$ cat src/cnco_pkg.sv
// Constants, register map and carrier types for the carrier NCO and mixer
// Behaviour
// - Frequency word is center plus offset, modulo 2^32, driving a 32-bit accumulator.
// - Offset-zero bit in control word 0 replaces the serial offset with zero.
// - Accumulator advances only on clocks with the sample enable asserted low.
// - Frequency word is two's complement, spanning minus to plus half sample rate.
// - Ten-bit phase offset adds to accumulator MSBs, wrapping over one cycle.
// - Phase offset is low ten bits of its word, -512 to 511, 1/1024 cycle.
// - Top 18 phase bits address a sine/cosine generator with 18-bit amplitude.
// - Mixer multiplies 14-bit sample by 18-bit cosine for I, sine for Q.
// - Each product is rounded symmetrically to 15 bits.
// - Center frequency and phase offset writes land in holding registers only.
// - Write to the center transfer address copies center holding into active.
// - Write to the phase transfer address copies phase holding into active.
// - With sync-update enabled, front-end sync transfers both holding registers.
// - With accumulator-clear set, a transfer zeroes the accumulator feedback.
// - Serial word width is 8, 16, 24 or 32 bits per loader field.
// - Serial data arrive MSB first and shift in on each rising edge.
// - Word sync starts a countdown; when done the shift register loads the hold.
// - Short words sit in hold MSBs with the low bits cleared.
// - Carrier loader runs on the input clock; resampler loader on the back-end clock. Here both loaders run on the core clock.
// - Serial words may follow back to back with no idle clocks.
package cnco_pkg;
   localparam int CNCO_ADDR_W = 8;
   localparam int CNCO_CORDIC_N = 16;
   localparam logic [7:0] CNCO_A_CTRL0 = 8'h00;
   localparam logic [7:0] CNCO_A_CTRL1 = 8'h01;
   localparam logic [7:0] CNCO_A_CENTER = 8'h03;
   localparam logic [7:0] CNCO_A_PHASE = 8'h04;
   localparam logic [7:0] CNCO_A_XFER_CF = 8'h05;
   localparam logic [7:0] CNCO_A_XFER_PO = 8'h06;
   localparam logic [7:0] CNCO_A_CTRL11 = 8'h0B;
   localparam logic [7:0] CNCO_A_ACT_CF = 8'h10;
   localparam logic [7:0] CNCO_A_ACT_PO = 8'h11;
   localparam logic [7:0] CNCO_A_COF_HOLD = 8'h12;
   localparam logic [7:0] CNCO_A_SOF_HOLD = 8'h13;
   localparam logic [7:0] CNCO_A_ACC = 8'h14;
   localparam logic [7:0] CNCO_A_STATUS = 8'h15;
   localparam int CNCO_B_ACC_CLR = 0;
   localparam int CNCO_B_OFS_ZERO = 1;
   localparam int CNCO_B_CW_LO = 4;
   localparam int CNCO_B_SYNC_EN = 20;
   localparam int CNCO_B_SW_LO = 3;
   localparam logic [31:0] CNCO_CTRL_RST = 32'h0000_0000;
   localparam logic [31:0] CNCO_FREQ_RST = 32'h0000_0000;
   localparam logic [9:0] CNCO_PO_RST = 10'h000;
   localparam logic [5:0] CNCO_BITS_STEP = 6'h08;
   localparam logic [5:0] CNCO_BITS_FULL = 6'h20;
   localparam logic signed [19:0] CNCO_X0 = 20'sh136EA;
   localparam logic [17:0] CNCO_HALF_TURN = 18'h20000;
   localparam logic [17:0] CNCO_ATAN [CNCO_CORDIC_N] = '{
      18'h08000, 18'h04B90, 18'h027ED, 18'h01444, 18'h00A2C, 18'h00517,
      18'h0028C, 18'h00146, 18'h000A3, 18'h00051, 18'h00029, 18'h00014,
      18'h0000A, 18'h00005, 18'h00003, 18'h00001};
   localparam logic signed [32:0] CNCO_RND_POS = 33'sh0_0000_8000;
   localparam logic signed [32:0] CNCO_RND_NEG = 33'sh0_0000_7FFF;
   localparam logic signed [16:0] CNCO_OUT_MAX = 17'sh03FFF;
   localparam logic signed [16:0] CNCO_OUT_MIN = 17'sh1C000;
   localparam logic signed [19:0] CNCO_LUT_MAX = 20'sh1FFFF;
   localparam logic signed [19:0] CNCO_LUT_MIN = 20'shE0001;

   typedef struct packed {
      logic [7:0] addr;
      logic [31:0] wdata;
      logic wr;
      logic rd;
   } cnco_bus_s;

   typedef struct packed {
      logic signed [14:0] i;
      logic signed [14:0] q;
   } cnco_iq_s;
endpackage

$ cat src/cnco_top.sv
// Carrier NCO with serial offset loaders, sine/cosine generator and quadrature mixer
//
// The register offsets and the address-and-strobe port are this design's own decisions.
`timescale 1ns/1ps
module cnco_top
(
   input wire logic CORE_CLK_I,
   input wire logic RST_B_I,
   input wire cnco_pkg::cnco_bus_s REG_REQ_I,
   output logic [31:0] REG_RDATA_O,
   input wire logic signed [13:0] SAMPLE_I,
   input wire logic INPUT_SAMPLE_ENABLE_N_I,
   input wire logic FRONT_END_SYNC_IN_I,
   input wire logic CARRIER_OFFSET_SERIAL_DATA_I,
   input wire logic CARRIER_OFFSET_WORD_SYNC_I,
   input wire logic SAMPLE_OFFSET_SERIAL_DATA_I,
   input wire logic SAMPLE_OFFSET_WORD_SYNC_I,
   output cnco_pkg::cnco_iq_s MIX_O,
   output logic MIX_VALID_O,
   output logic [31:0] SAMPLE_OFFSET_FREQ_O
);

   logic [31:0] ctrl0, ctrl1, ctrl11, cf_hold, cf_act, acc, freq_word, rd_val;
   logic [9:0] po_hold, po_act, phase_msb;
   logic sync_prev, sync_edge, xfer_cf, xfer_po, acc_clr, v1;
   logic [1:0] ser_d, ser_s, ld_busy;
   logic [1:0] ld_code [2];
   logic [31:0] ofs_hold [2];
   logic [17:0] lut_addr;
   logic signed [17:0] cos_w, sin_w, cos_r, sin_r;
   logic signed [13:0] samp_r;
   logic signed [31:0] prod_i, prod_q;

   function automatic logic wr_to(input cnco_pkg::cnco_bus_s r, input logic [7:0] a);
      return r.wr && (r.addr == a);
   endfunction

   function automatic logic [5:0] width_bits(input logic [1:0] code);
      return {1'b0, code, 3'b000} + cnco_pkg::CNCO_BITS_STEP;
   endfunction

   function automatic logic signed [17:0] sat18(input logic signed [19:0] v);
      if (v > cnco_pkg::CNCO_LUT_MAX)
      begin
         return cnco_pkg::CNCO_LUT_MAX[17:0];
      end
      else if (v < cnco_pkg::CNCO_LUT_MIN)
      begin
         return cnco_pkg::CNCO_LUT_MIN[17:0];
      end
      return v[17:0];
   endfunction

   function automatic logic signed [14:0] rnd15(input logic signed [31:0] p);
      logic signed [32:0] s;
      logic signed [16:0] t;
      s = {p[31], p} + (p[31] ? cnco_pkg::CNCO_RND_NEG : cnco_pkg::CNCO_RND_POS);
      t = s[32:16];
      if (t > cnco_pkg::CNCO_OUT_MAX)
      begin
         return cnco_pkg::CNCO_OUT_MAX[14:0];
      end
      else if (t < cnco_pkg::CNCO_OUT_MIN)
      begin
         return cnco_pkg::CNCO_OUT_MIN[14:0];
      end
      return t[14:0];
   endfunction

   // Control words
   always_ff @(posedge CORE_CLK_I)
   begin
      if (!RST_B_I)
      begin
         ctrl0 <= cnco_pkg::CNCO_CTRL_RST;
         ctrl1 <= cnco_pkg::CNCO_CTRL_RST;
         ctrl11 <= cnco_pkg::CNCO_CTRL_RST;
      end
      else
      begin
         if (wr_to(REG_REQ_I, cnco_pkg::CNCO_A_CTRL0))
         begin
            ctrl0 <= REG_REQ_I.wdata;
         end
         if (wr_to(REG_REQ_I, cnco_pkg::CNCO_A_CTRL1))
         begin
            ctrl1 <= REG_REQ_I.wdata;
         end
         if (wr_to(REG_REQ_I, cnco_pkg::CNCO_A_CTRL11))
         begin
            ctrl11 <= REG_REQ_I.wdata;
         end
      end
   end

   // Holding registers
   always_ff @(posedge CORE_CLK_I)
   begin
      if (!RST_B_I)
      begin
         cf_hold <= cnco_pkg::CNCO_FREQ_RST;
         po_hold <= cnco_pkg::CNCO_PO_RST;
      end
      else
      begin
         if (wr_to(REG_REQ_I, cnco_pkg::CNCO_A_CENTER))
         begin
            cf_hold <= REG_REQ_I.wdata;
         end
         if (wr_to(REG_REQ_I, cnco_pkg::CNCO_A_PHASE))
         begin
            po_hold <= REG_REQ_I.wdata[9:0];
         end
      end
   end

   // Transfer requests from software or the sync pin
   assign sync_edge = FRONT_END_SYNC_IN_I && !sync_prev;
   assign xfer_cf = wr_to(REG_REQ_I, cnco_pkg::CNCO_A_XFER_CF) ||
                    (ctrl1[cnco_pkg::CNCO_B_SYNC_EN] && sync_edge);
   assign xfer_po = wr_to(REG_REQ_I, cnco_pkg::CNCO_A_XFER_PO) ||
                    (ctrl1[cnco_pkg::CNCO_B_SYNC_EN] && sync_edge);
   assign acc_clr = (xfer_cf || xfer_po) && ctrl0[cnco_pkg::CNCO_B_ACC_CLR];

   always_ff @(posedge CORE_CLK_I)
   begin
      if (!RST_B_I)
      begin
         sync_prev <= 1'b0;
         cf_act <= cnco_pkg::CNCO_FREQ_RST;
         po_act <= cnco_pkg::CNCO_PO_RST;
      end
      else
      begin
         sync_prev <= FRONT_END_SYNC_IN_I;
         if (xfer_cf)
         begin
            cf_act <= cf_hold;
         end
         if (xfer_po)
         begin
            po_act <= po_hold;
         end
      end
   end

   // Serial offset loaders: carrier on index 0, resampler on index 1
   assign ser_d = {SAMPLE_OFFSET_SERIAL_DATA_I, CARRIER_OFFSET_SERIAL_DATA_I};
   assign ser_s = {SAMPLE_OFFSET_WORD_SYNC_I, CARRIER_OFFSET_WORD_SYNC_I};
   assign ld_code[0] = ctrl0[cnco_pkg::CNCO_B_CW_LO +: 2];
   assign ld_code[1] = ctrl11[cnco_pkg::CNCO_B_SW_LO +: 2];

   for (genvar k = 0; k < 2; k++)
   begin : g_ld
      logic [31:0] shreg;
      logic [31:0] shifted;
      logic [31:0] hold;
      logic [5:0] cnt;
      logic [5:0] nbits;
      logic busy;

      assign shifted = {shreg[30:0], ser_d[k]};
      assign ofs_hold[k] = hold;
      assign ld_busy[k] = busy;

      // Both loaders share the core clock here
      always_ff @(posedge CORE_CLK_I)
      begin
         if (!RST_B_I)
         begin
            shreg <= 32'h0000_0000;
            hold <= 32'h0000_0000;
            cnt <= 6'h00;
            nbits <= 6'h00;
            busy <= 1'b0;
         end
         else
         begin
            if (busy)
            begin
               shreg <= shifted;
               cnt <= cnt - 6'h01;
               if (cnt == 6'h01)
               begin
                  hold <= shifted << (cnco_pkg::CNCO_BITS_FULL - nbits);
               end
            end
            if (ser_s[k])
            begin
               busy <= 1'b1;
               cnt <= width_bits(ld_code[k]);
               nbits <= width_bits(ld_code[k]);
               shreg <= 32'h0000_0000;
            end
            else if (busy && (cnt == 6'h01))
            begin
               busy <= 1'b0;
            end
         end
      end

   end

   assign SAMPLE_OFFSET_FREQ_O = ofs_hold[1];

   // Frequency word; wraps as two's complement
   assign freq_word = cf_act +
      (ctrl0[cnco_pkg::CNCO_B_OFS_ZERO] ? 32'h0000_0000 : ofs_hold[0]);

   always_ff @(posedge CORE_CLK_I)
   begin
      if (!RST_B_I)
      begin
         acc <= 32'h0000_0000;
      end
      else if (acc_clr)
      begin
         acc <= 32'h0000_0000;
      end
      else if (!INPUT_SAMPLE_ENABLE_N_I)
      begin
         acc <= acc + freq_word;
      end
   end

   // Phase offset on the MSBs, wraps modulo one turn
   assign phase_msb = acc[31:22] + po_act;
   assign lut_addr = {phase_msb, acc[21:14]};

   // Sine/cosine generator over the full 18-bit phase
   always_comb
   begin
      logic flip;
      logic [17:0] pa;
      logic signed [19:0] x;
      logic signed [19:0] y;
      logic signed [19:0] z;
      logic signed [19:0] xn;
      logic signed [19:0] at;
      flip = lut_addr[17] ^ lut_addr[16];
      pa = flip ? (lut_addr ^ cnco_pkg::CNCO_HALF_TURN) : lut_addr;
      z = {{2{pa[17]}}, pa};
      x = cnco_pkg::CNCO_X0;
      y = 20'sh00000;
      xn = 20'sh00000;
      at = 20'sh00000;
      for (int i = 0; i < cnco_pkg::CNCO_CORDIC_N; i++)
      begin
         at = {2'b00, cnco_pkg::CNCO_ATAN[i]};
         if (z < 0)
         begin
            xn = x + (y >>> i);
            y = y - (x >>> i);
            z = z + at;
         end
         else
         begin
            xn = x - (y >>> i);
            y = y + (x >>> i);
            z = z - at;
         end
         x = xn;
      end
      cos_w = sat18(flip ? -x : x);
      sin_w = sat18(flip ? -y : y);
   end

   // Mixer stage one: sample and quadrature pair
   always_ff @(posedge CORE_CLK_I)
   begin
      if (!RST_B_I)
      begin
         samp_r <= 14'sh0000;
         cos_r <= 18'sh00000;
         sin_r <= 18'sh00000;
         v1 <= 1'b0;
      end
      else
      begin
         v1 <= !INPUT_SAMPLE_ENABLE_N_I;
         if (!INPUT_SAMPLE_ENABLE_N_I)
         begin
            samp_r <= SAMPLE_I;
            cos_r <= cos_w;
            sin_r <= sin_w;
         end
      end
   end

   assign prod_i = samp_r * cos_r;
   assign prod_q = samp_r * sin_r;

   // Mixer stage two: rounded outputs
   always_ff @(posedge CORE_CLK_I)
   begin
      if (!RST_B_I)
      begin
         MIX_O <= '0;
         MIX_VALID_O <= 1'b0;
      end
      else
      begin
         MIX_VALID_O <= v1;
         if (v1)
         begin
            MIX_O.i <= rnd15(prod_i);
            MIX_O.q <= rnd15(prod_q);
         end
      end
   end

   // Register read port
   always_comb
   begin
      unique case (REG_REQ_I.addr)
         cnco_pkg::CNCO_A_CTRL0: rd_val = ctrl0;
         cnco_pkg::CNCO_A_CTRL1: rd_val = ctrl1;
         cnco_pkg::CNCO_A_CTRL11: rd_val = ctrl11;
         cnco_pkg::CNCO_A_ACT_CF: rd_val = cf_act;
         cnco_pkg::CNCO_A_ACT_PO: rd_val = {22'h0, po_act};
         cnco_pkg::CNCO_A_COF_HOLD: rd_val = ofs_hold[0];
         cnco_pkg::CNCO_A_SOF_HOLD: rd_val = ofs_hold[1];
         cnco_pkg::CNCO_A_ACC: rd_val = acc;
         cnco_pkg::CNCO_A_STATUS: rd_val = {30'h0, ld_busy};
         default: rd_val = 32'h0000_0000;
      endcase
   end

   always_ff @(posedge CORE_CLK_I)
   begin
      if (!RST_B_I)
      begin
         REG_RDATA_O <= 32'h0000_0000;
      end
      else
      begin
         REG_RDATA_O <= REG_REQ_I.rd ? rd_val : 32'h0000_0000;
      end
   end
endmodule

$ cat config.mk
export PLATFORM = sky130hd
export DESIGN_NAME = cnco_top
export DESIGN_NICKNAME = d
export VERILOG_FILES = /design/src/cnco_pkg.sv /design/src/cnco_top.sv
export SDC_FILE = /design/constraint.sdc
export NUM_CORES = 2
export LEC_CHECK = 0
export ABC_AREA = 0
export BUFFER_PORTS_ARGS = -buffer_cell sky130_fd_sc_hd__buf_2
export CORE_ASPECT_RATIO = 1.5
export CORE_UTILIZATION = 50
export CTS_CLUSTER_SIZE = 24
export DETAILED_ROUTE_END_ITERATION = 8
export GPL_TIMING_DRIVEN = 0
export PLACE_DENSITY = 0.7
export SLEW_MARGIN = 40
export SYNTH_ARGS = -nofsm -noshare
export SYNTH_HDL_FRONTEND = slang
export SYNTH_SLANG_ARGS = --single-unit
$ cat constraint.sdc
create_clock -name CORE_CLK_I -period 78.2 [get_ports CORE_CLK_I]
set_input_delay 7.82 -clock CORE_CLK_I [delete_from_list [all_inputs] [get_ports CORE_CLK_I]]
set_output_delay 7.82 -clock CORE_CLK_I [all_outputs]
set_load 0.01 [all_outputs]
# After elaboration in Yosys (flattened, before gate mapping)
# Index checks and enable logic that the tools add are counted.
# totals
ff_bits,479
out_inout_bits,95
wordCells,288
in_bits,64
# op_classes
n_reduce_logical,28
eq_ne,14
bitwise,3
addsub,103
muxes,85
multipliers,2
shifts,2
magnitude_cmp,24
# op_table
operator,count
$mux 20,48
$lt 20x1->1 const B,15
$pmux 32 s9,1
$mux 18,7
$mux 15,6
$add 32x17->33,2
$add 32x32->32,2
$mul 14x18->32,2
$shl 32x6->32,2
$eq 8x5->1 const B,6
$add 20x10->20,2
$add 20x11->20,2
$add 20x12->20,2
$add 20x13->20,2
$add 20x14->20,2
$add 20x15->20,2
$add 20x16->20,2
$add 20x17->20,2
$add 20x18->20,2
$add 20x5->20,2
$add 20x6->20,2
$add 20x7->20,2
$add 20x8->20,2
$add 20x9->20,2
76 further kinds,142

# Logic depth before layout (Yosys ltp)
# depth
word_depth,41
mapped_depth,284
mapped_depth_nobuf,266

# Least setup slack after synthesis
# OpenSTA, ideal clock, no wires.
# synth_timing
path_type,register to register
start,register acc[22]
end,register cos_r[10]
synth_period_minus_slack_ps,51330
path_stages_with_launch,265
arrival_ps,51208
required_time_ps,78078
setup_slack_ps,26870
setup_ps,122
cell_sequence,dfxtp_1 ha_1 inv_1 fa_1 nor2b_1 o21a_1 a311oi_1 nor3_1 or2_2 clkbuf_1 clkbuf_1 clkbuf_1 fa_1 inv_1 ha_1 o211ai_1 o211ai_1 or3b_1 [... 229 more ...] o21bai_1 a21oi_1 o21bai_1 a21oi_1 o21bai_1 a21oi_1 xnor2_1 or3_1 or3_1 nor4_1 a21oi_1 xnor2_1 xnor3_1 xnor2_1 buf_2 a21oi_4 buf_2 a21oi_1
# synth_via
elab_chain_cells,41
word_cells_on_any_way,161
# synth_lines
item,line,source
start: declaration,cnco_top.sv:23,"logic [31:0] ctrl0, ctrl1, ctrl11, cf_hold, cf_act, acc, freq_word, rd_val;"
start signal: assignment,cnco_top.sv:222,acc <= acc + freq_word;
$add 10x10->10 (*),cnco_top.sv:227,assign phase_msb = acc[31:22] + po_act;
$xor 1x1->1 / $not 1->1 (equally long branches),--,
$mux 18,cnco_top.sv:241,pa = flip ? (lut_addr ^ cnco_pkg::CNCO_HALF_TURN) : lut_addr;
$sub 18x17->19 (tied with other cells),cnco_top.sv:260,z = z - at;
$mux 20,cnco_top.sv:250,if (z < 0)
$lt 20x1->1 (tied with other cells),cnco_top.sv:250,
$mux 20,cnco_top.sv:250,
$sub 20x18->20 (tied with other cells),cnco_top.sv:258,xn = x - (y >>> i);
[... 25 more ...],--,
$sub 20x5->20 (tied with other cells),cnco_top.sv:258,
$mux 20,cnco_top.sv:250,
$neg 20->20,cnco_top.sv:264,cos_w = sat18(flip ? -x : x);
$mux 20 (*),cnco_top.sv:264,
$lt 20x18->1,cnco_top.sv:47,else if (v < cnco_pkg::CNCO_LUT_MIN)
$mux 1,cnco_top.sv:47,
$mux 1,cnco_top.sv:43,if (v > cnco_pkg::CNCO_LUT_MAX)
$mux 18 (*),cnco_top.sv:51,return v[17:0];
end signal: assignment,cnco_top.sv:284,cos_r <= cos_w;
end: declaration,cnco_top.sv:30,"logic signed [17:0] cos_w, sin_w, cos_r, sin_r;"
# Every way passes the cells marked *; elsewhere a longest branch is shown, timed or not.
# A chain may end at the register's enable or synchronous reset.

# Final worst setup path
# layout_timing
start,register po_act[0]
end,register cos_r[9]
# layout_via
elab_chain_cells,41
word_cells_on_any_way,161
# layout_lines
item,line,source
start: declaration,cnco_top.sv:24,"logic [9:0] po_hold, po_act, phase_msb;"
start signal: assignment,cnco_top.sv:131,po_act <= cnco_pkg::CNCO_PO_RST;
start signal: assignment,cnco_top.sv:142,po_act <= po_hold;
$add 10x10->10 (*),cnco_top.sv:227,
$xor 1x1->1 / $not 1->1 (equally long branches),--,
$mux 18,cnco_top.sv:241,
$sub 18x17->19 (tied with other cells),cnco_top.sv:260,
$mux 20,cnco_top.sv:250,
$lt 20x1->1 (tied with other cells),cnco_top.sv:250,
$mux 20,cnco_top.sv:250,
$sub 20x18->20 (tied with other cells),cnco_top.sv:258,
[... 25 more ...],--,
$sub 20x5->20 (tied with other cells),cnco_top.sv:258,
$mux 20,cnco_top.sv:250,
$neg 20->20,cnco_top.sv:264,
$mux 20 (*),cnco_top.sv:264,
$lt 20x18->1,cnco_top.sv:47,
$mux 1,cnco_top.sv:47,
$mux 1,cnco_top.sv:43,
$mux 18 (*),cnco_top.sv:51,
# Marked as above.

==> results.py <==
metrics = {
    "run_status": {
        "status": "finished, final reports clean",
    },
    "clocking": {
        "root_buffer": "clkbuf_16",
        "path_clk_slew_ns": 0.07,
        "cts_resized": 0,
        "cts_buffer_depth": 3,
        "cts_sinks": 473,
        "tritoncts": "built",
        "cts_buffers": 50,
        "cts_hold_buf": 0,
        "clk_latency_ns": 0.71,
        "htreeDepth": 2,
        "post_cts_buffers": 0,
    },
    "logic_synthesis": {
        "ys.flop_type": "dfxtp_1",
        "yosysMostFrequentCell": "nand2_1",
        "synthCells": 9806,
        "synth_top_area_frac": 0.167,
        "netlist_area_um2": 78400,
        "syn_avg_cell_area_um2": 7.99,
        "synth_top_area_cell": "ha_1",
        "synth_area_leaders": "ha_1, fa_1, dfxtp_1, xnor2_1, nand2_1",
        "syn_nets": 11500,
        "synth-seq-cells": 473,
        "synth_edf_count": 0,
        "ys_seq_area_frac": 0.121,
        "async_flop_share": 0,
        "ys_types": 110,
        "synth_common_cells": "nand2_1, ha_1, inv_1",
        "synth_warnings": 0,
    },
    "hold_path": {
        "min_path_cells": 2,
        "worstHoldStart": "cf_hold[31]$_SDFFE_PN0P_",
        "min_to": "cf_act[31]$_SDFFE_PN0P_",
        "min_path_type": "reg2reg",
    },
    "global_routing": {
        "grt_max_degree": 27,
        "track_usage": 0.310,
        "grt_overflow": 0,
        "grt_pass1_wl_um": 386000,
        "antenna_found_initial": 6,
        "grt_pass1_vias": 72300,
    },
    "setup_path": {
        "cp_max_fo": 24,
        "crit_arrival_ns": 66.23,
        "r2r_end": "cos_r[9]$_SDFFE_PN0N_",
        "cp_slowest_stage_delay_ns": 0.73,
        "reg2reg_from": "po_act[0]$_SDFFE_PN0N_",
        "crit_top_cell": "a21oi_1",
        "critPathLaunch": "po_act[0]$_SDFFE_PN0N_",
        "reg2reg_slack_ns": 12.48,
        "reg2regPathDepth": 267,
        "worst-setup-path-type": "reg2reg",
        "cp-end-kind": "flip-flop",
        "critical_path_required_ns": 78.70,
        "startpoint_type": "flip-flop",
        "slowest_stage": "a2111oi_0",
    },
    "die": {
        "rows": 177,
        "start_util": 0.505,
        "die_w_um": 325,
        "coreArea_um2": 155000,
        "fp.dieArea_um2": 158000,
        "io_pins": 159,
        "fp.dieH_um": 487,
    },
    "timing": {
        "maxSlewHeadroom": 0.379,
        "rsz0062_at_grt": "false",
        "finalHoldViolCount": 0,
        "fmax_ghz": 0.0152,
        "finalCritPeriodShare": 0.840,
        "clock_skew_ns": 0.0909,
        "slew_viol_final": 0,
        "finalCriticalPeriod_ns": 65.72,
        "setup-violations-final": 0,
        "worst_pin_slew_ns": 0.925,
        "final.setup.tns_ns": 0,
    },
    "placement": {
        "io_buffers": 154,
        "dpl.hpwl_um": 213000,
        "postPlaceCellArea_um2": 82000,
        "gp_congestion": 1.02,
    },
    "job": {
        "drv_cap": 0,
    },
    "drt": {
        "vias": 69800,
        "routed_wl_um": 250000,
        "ant_nets": 0,
        "drtIter0Drc": 3680,
        "wl_per_cell_um": 20.6,
        "vias_per_cell": 5.76,
        "drt_first_pass_iters": 9,
        "drc": 0,
    },
    "final_layout": {
        "syn_to_final_growth_pct": 7.04,
        "finalInstanceArea_um2": 83900,
        "multi_input_area_um2": 64000,
        "seq_area_um2": 9470,
        "final_nets": 11700,
        "drive_gt1_frac": 0.0468,
        "fillers": 14600,
    },
}
## metal layers
metal / global-route usage / share of wire / wire, µm / up-vias
met2: 0.592 / 0.52 / 129000 / 1981
met1: 0.281 / 0.33 / 82700 / 33200
met3: 0.0395 / 0.044 / 11000 / 912
li1: - / - / - / 33700
met4: 0.288 / 0.11 / 26600 / 2
met5: 0 / 0.000052 / 13 / -
## sequential cells by signal (all words and copies together) (netlist names), 14 cells and up
signal                count
ctrl1                    32
sin_r                    18
ctrl0                    32
ctrl11                   32
REG_RDATA_O              32
MIX_O                    30
cos_r                    18
g_ld.shreg               62
samp_r                   14
cf_act                   32
acc                      32
cf_hold                  32
g_ld.hold                32
SAMPLE_OFFSET_FREQ_O     32
## cells in the final DEF (no fill, tap or decap), types with 37 or more instances in the layout
cell type / count
a21boi_0: 242
a21o_1: 236
a21oi_1: 724
a222oi_1: 54
a22oi_1: 37
a31oi_1: 83
and2_1: 234
buf_2: 166
clkbuf_1: 282
clkbuf_16: 50
clkbuf_2: 42
dfxtp_1: 473
fa_1: 554
ha_1: 1043
inv_1: 956
mux2i_1: 148
nand2_1: 1056
nand2b_1: 128
nand3_1: 66
nor2_1: 670
nor2b_1: 228
nor3_1: 134
o21a_1: 89
o21ai_0: 467
o21bai_1: 245
or2_2: 52
or3_1: 52
xnor2_1: 693
xor2_1: 282
## critical path: cells and delay by family (launching register included)
kind | cells | cell delay [ns]
xor gates and xnor gates | 9 | 2.50
AOI/OAI and AO/OA | 169 | 33.62
buffers and inverters | 37 | 12.63
DFF | 1 | 0.54
adders and majority gates | 20 | 7.58
and+or+nand+nor | 32 | 8.40
## area by class of cell
class	count	share of cell area
plain buffers	351	0.0174
repair buffers	163	0.0109
clock buffers	59	0.0157
diodes	6	0.000179
well taps	2058	0.0307
clock inverters	35	0.00567
multi-input cells	8017	0.763
flip-flops and latches	473	0.113
inverters	965	0.0432
## per-stage QoR
step | hold WS (ns) | util | instances | setup WS [ns]
6_report | 0.447 | 0.540 | 12100 | 12.48
4_1_cts | 0.441 | 0.540 | 12100 | 12.81
2_1_floorplan | 0.443 | - | 9806 | 26.87
5_1_grt | 0.482 | 0.540 | 12100 | 7.85
3_3_place_gp | 0.450 | 0.526 | 12000 | 8.05
3_5_place_dp | 0.458 | 0.528 | 12000 | 13.29
## kinds of logic (layout without fill, tap and decap cells)
kind of cell | count (synthesis) | after routing | synth area share
compound gates | 2461 | 2461 | 0.202
other cells | 0 | 6 | 0
simple gates | 2786 | 2786 | 0.167
fa+ha+maj | 1605 | 1605 | 0.309
flops | 473 | 473 | 0.121
buf+inv | 1316 | 1573 | 0.0641
xor+xnor | 1003 | 1003 | 0.116
mux | 162 | 162 | 0.0213
## worst max-delay path by stage
stage                              to  slack [ns]  cells after the start
6_report        cos_r[9]$_SDFFE_PN0N_       12.48                    267
5_1_grt         cos_r[9]$_SDFFE_PN0N_        7.85                    269
4_1_cts         cos_r[6]$_SDFFE_PN0N_       12.81                    269
3_5_place_dp   cos_r[14]$_SDFFE_PN0N_       13.29                    269
3_3_place_gp    sin_r[6]$_SDFFE_PN0N_        8.05                    261
2_1_floorplan  cos_r[10]$_SDFFE_PN0N_       26.87                    264
Power is not shown: default switching activity piles up to over one toggle a cycle in this logic, so the estimate is an artifact.
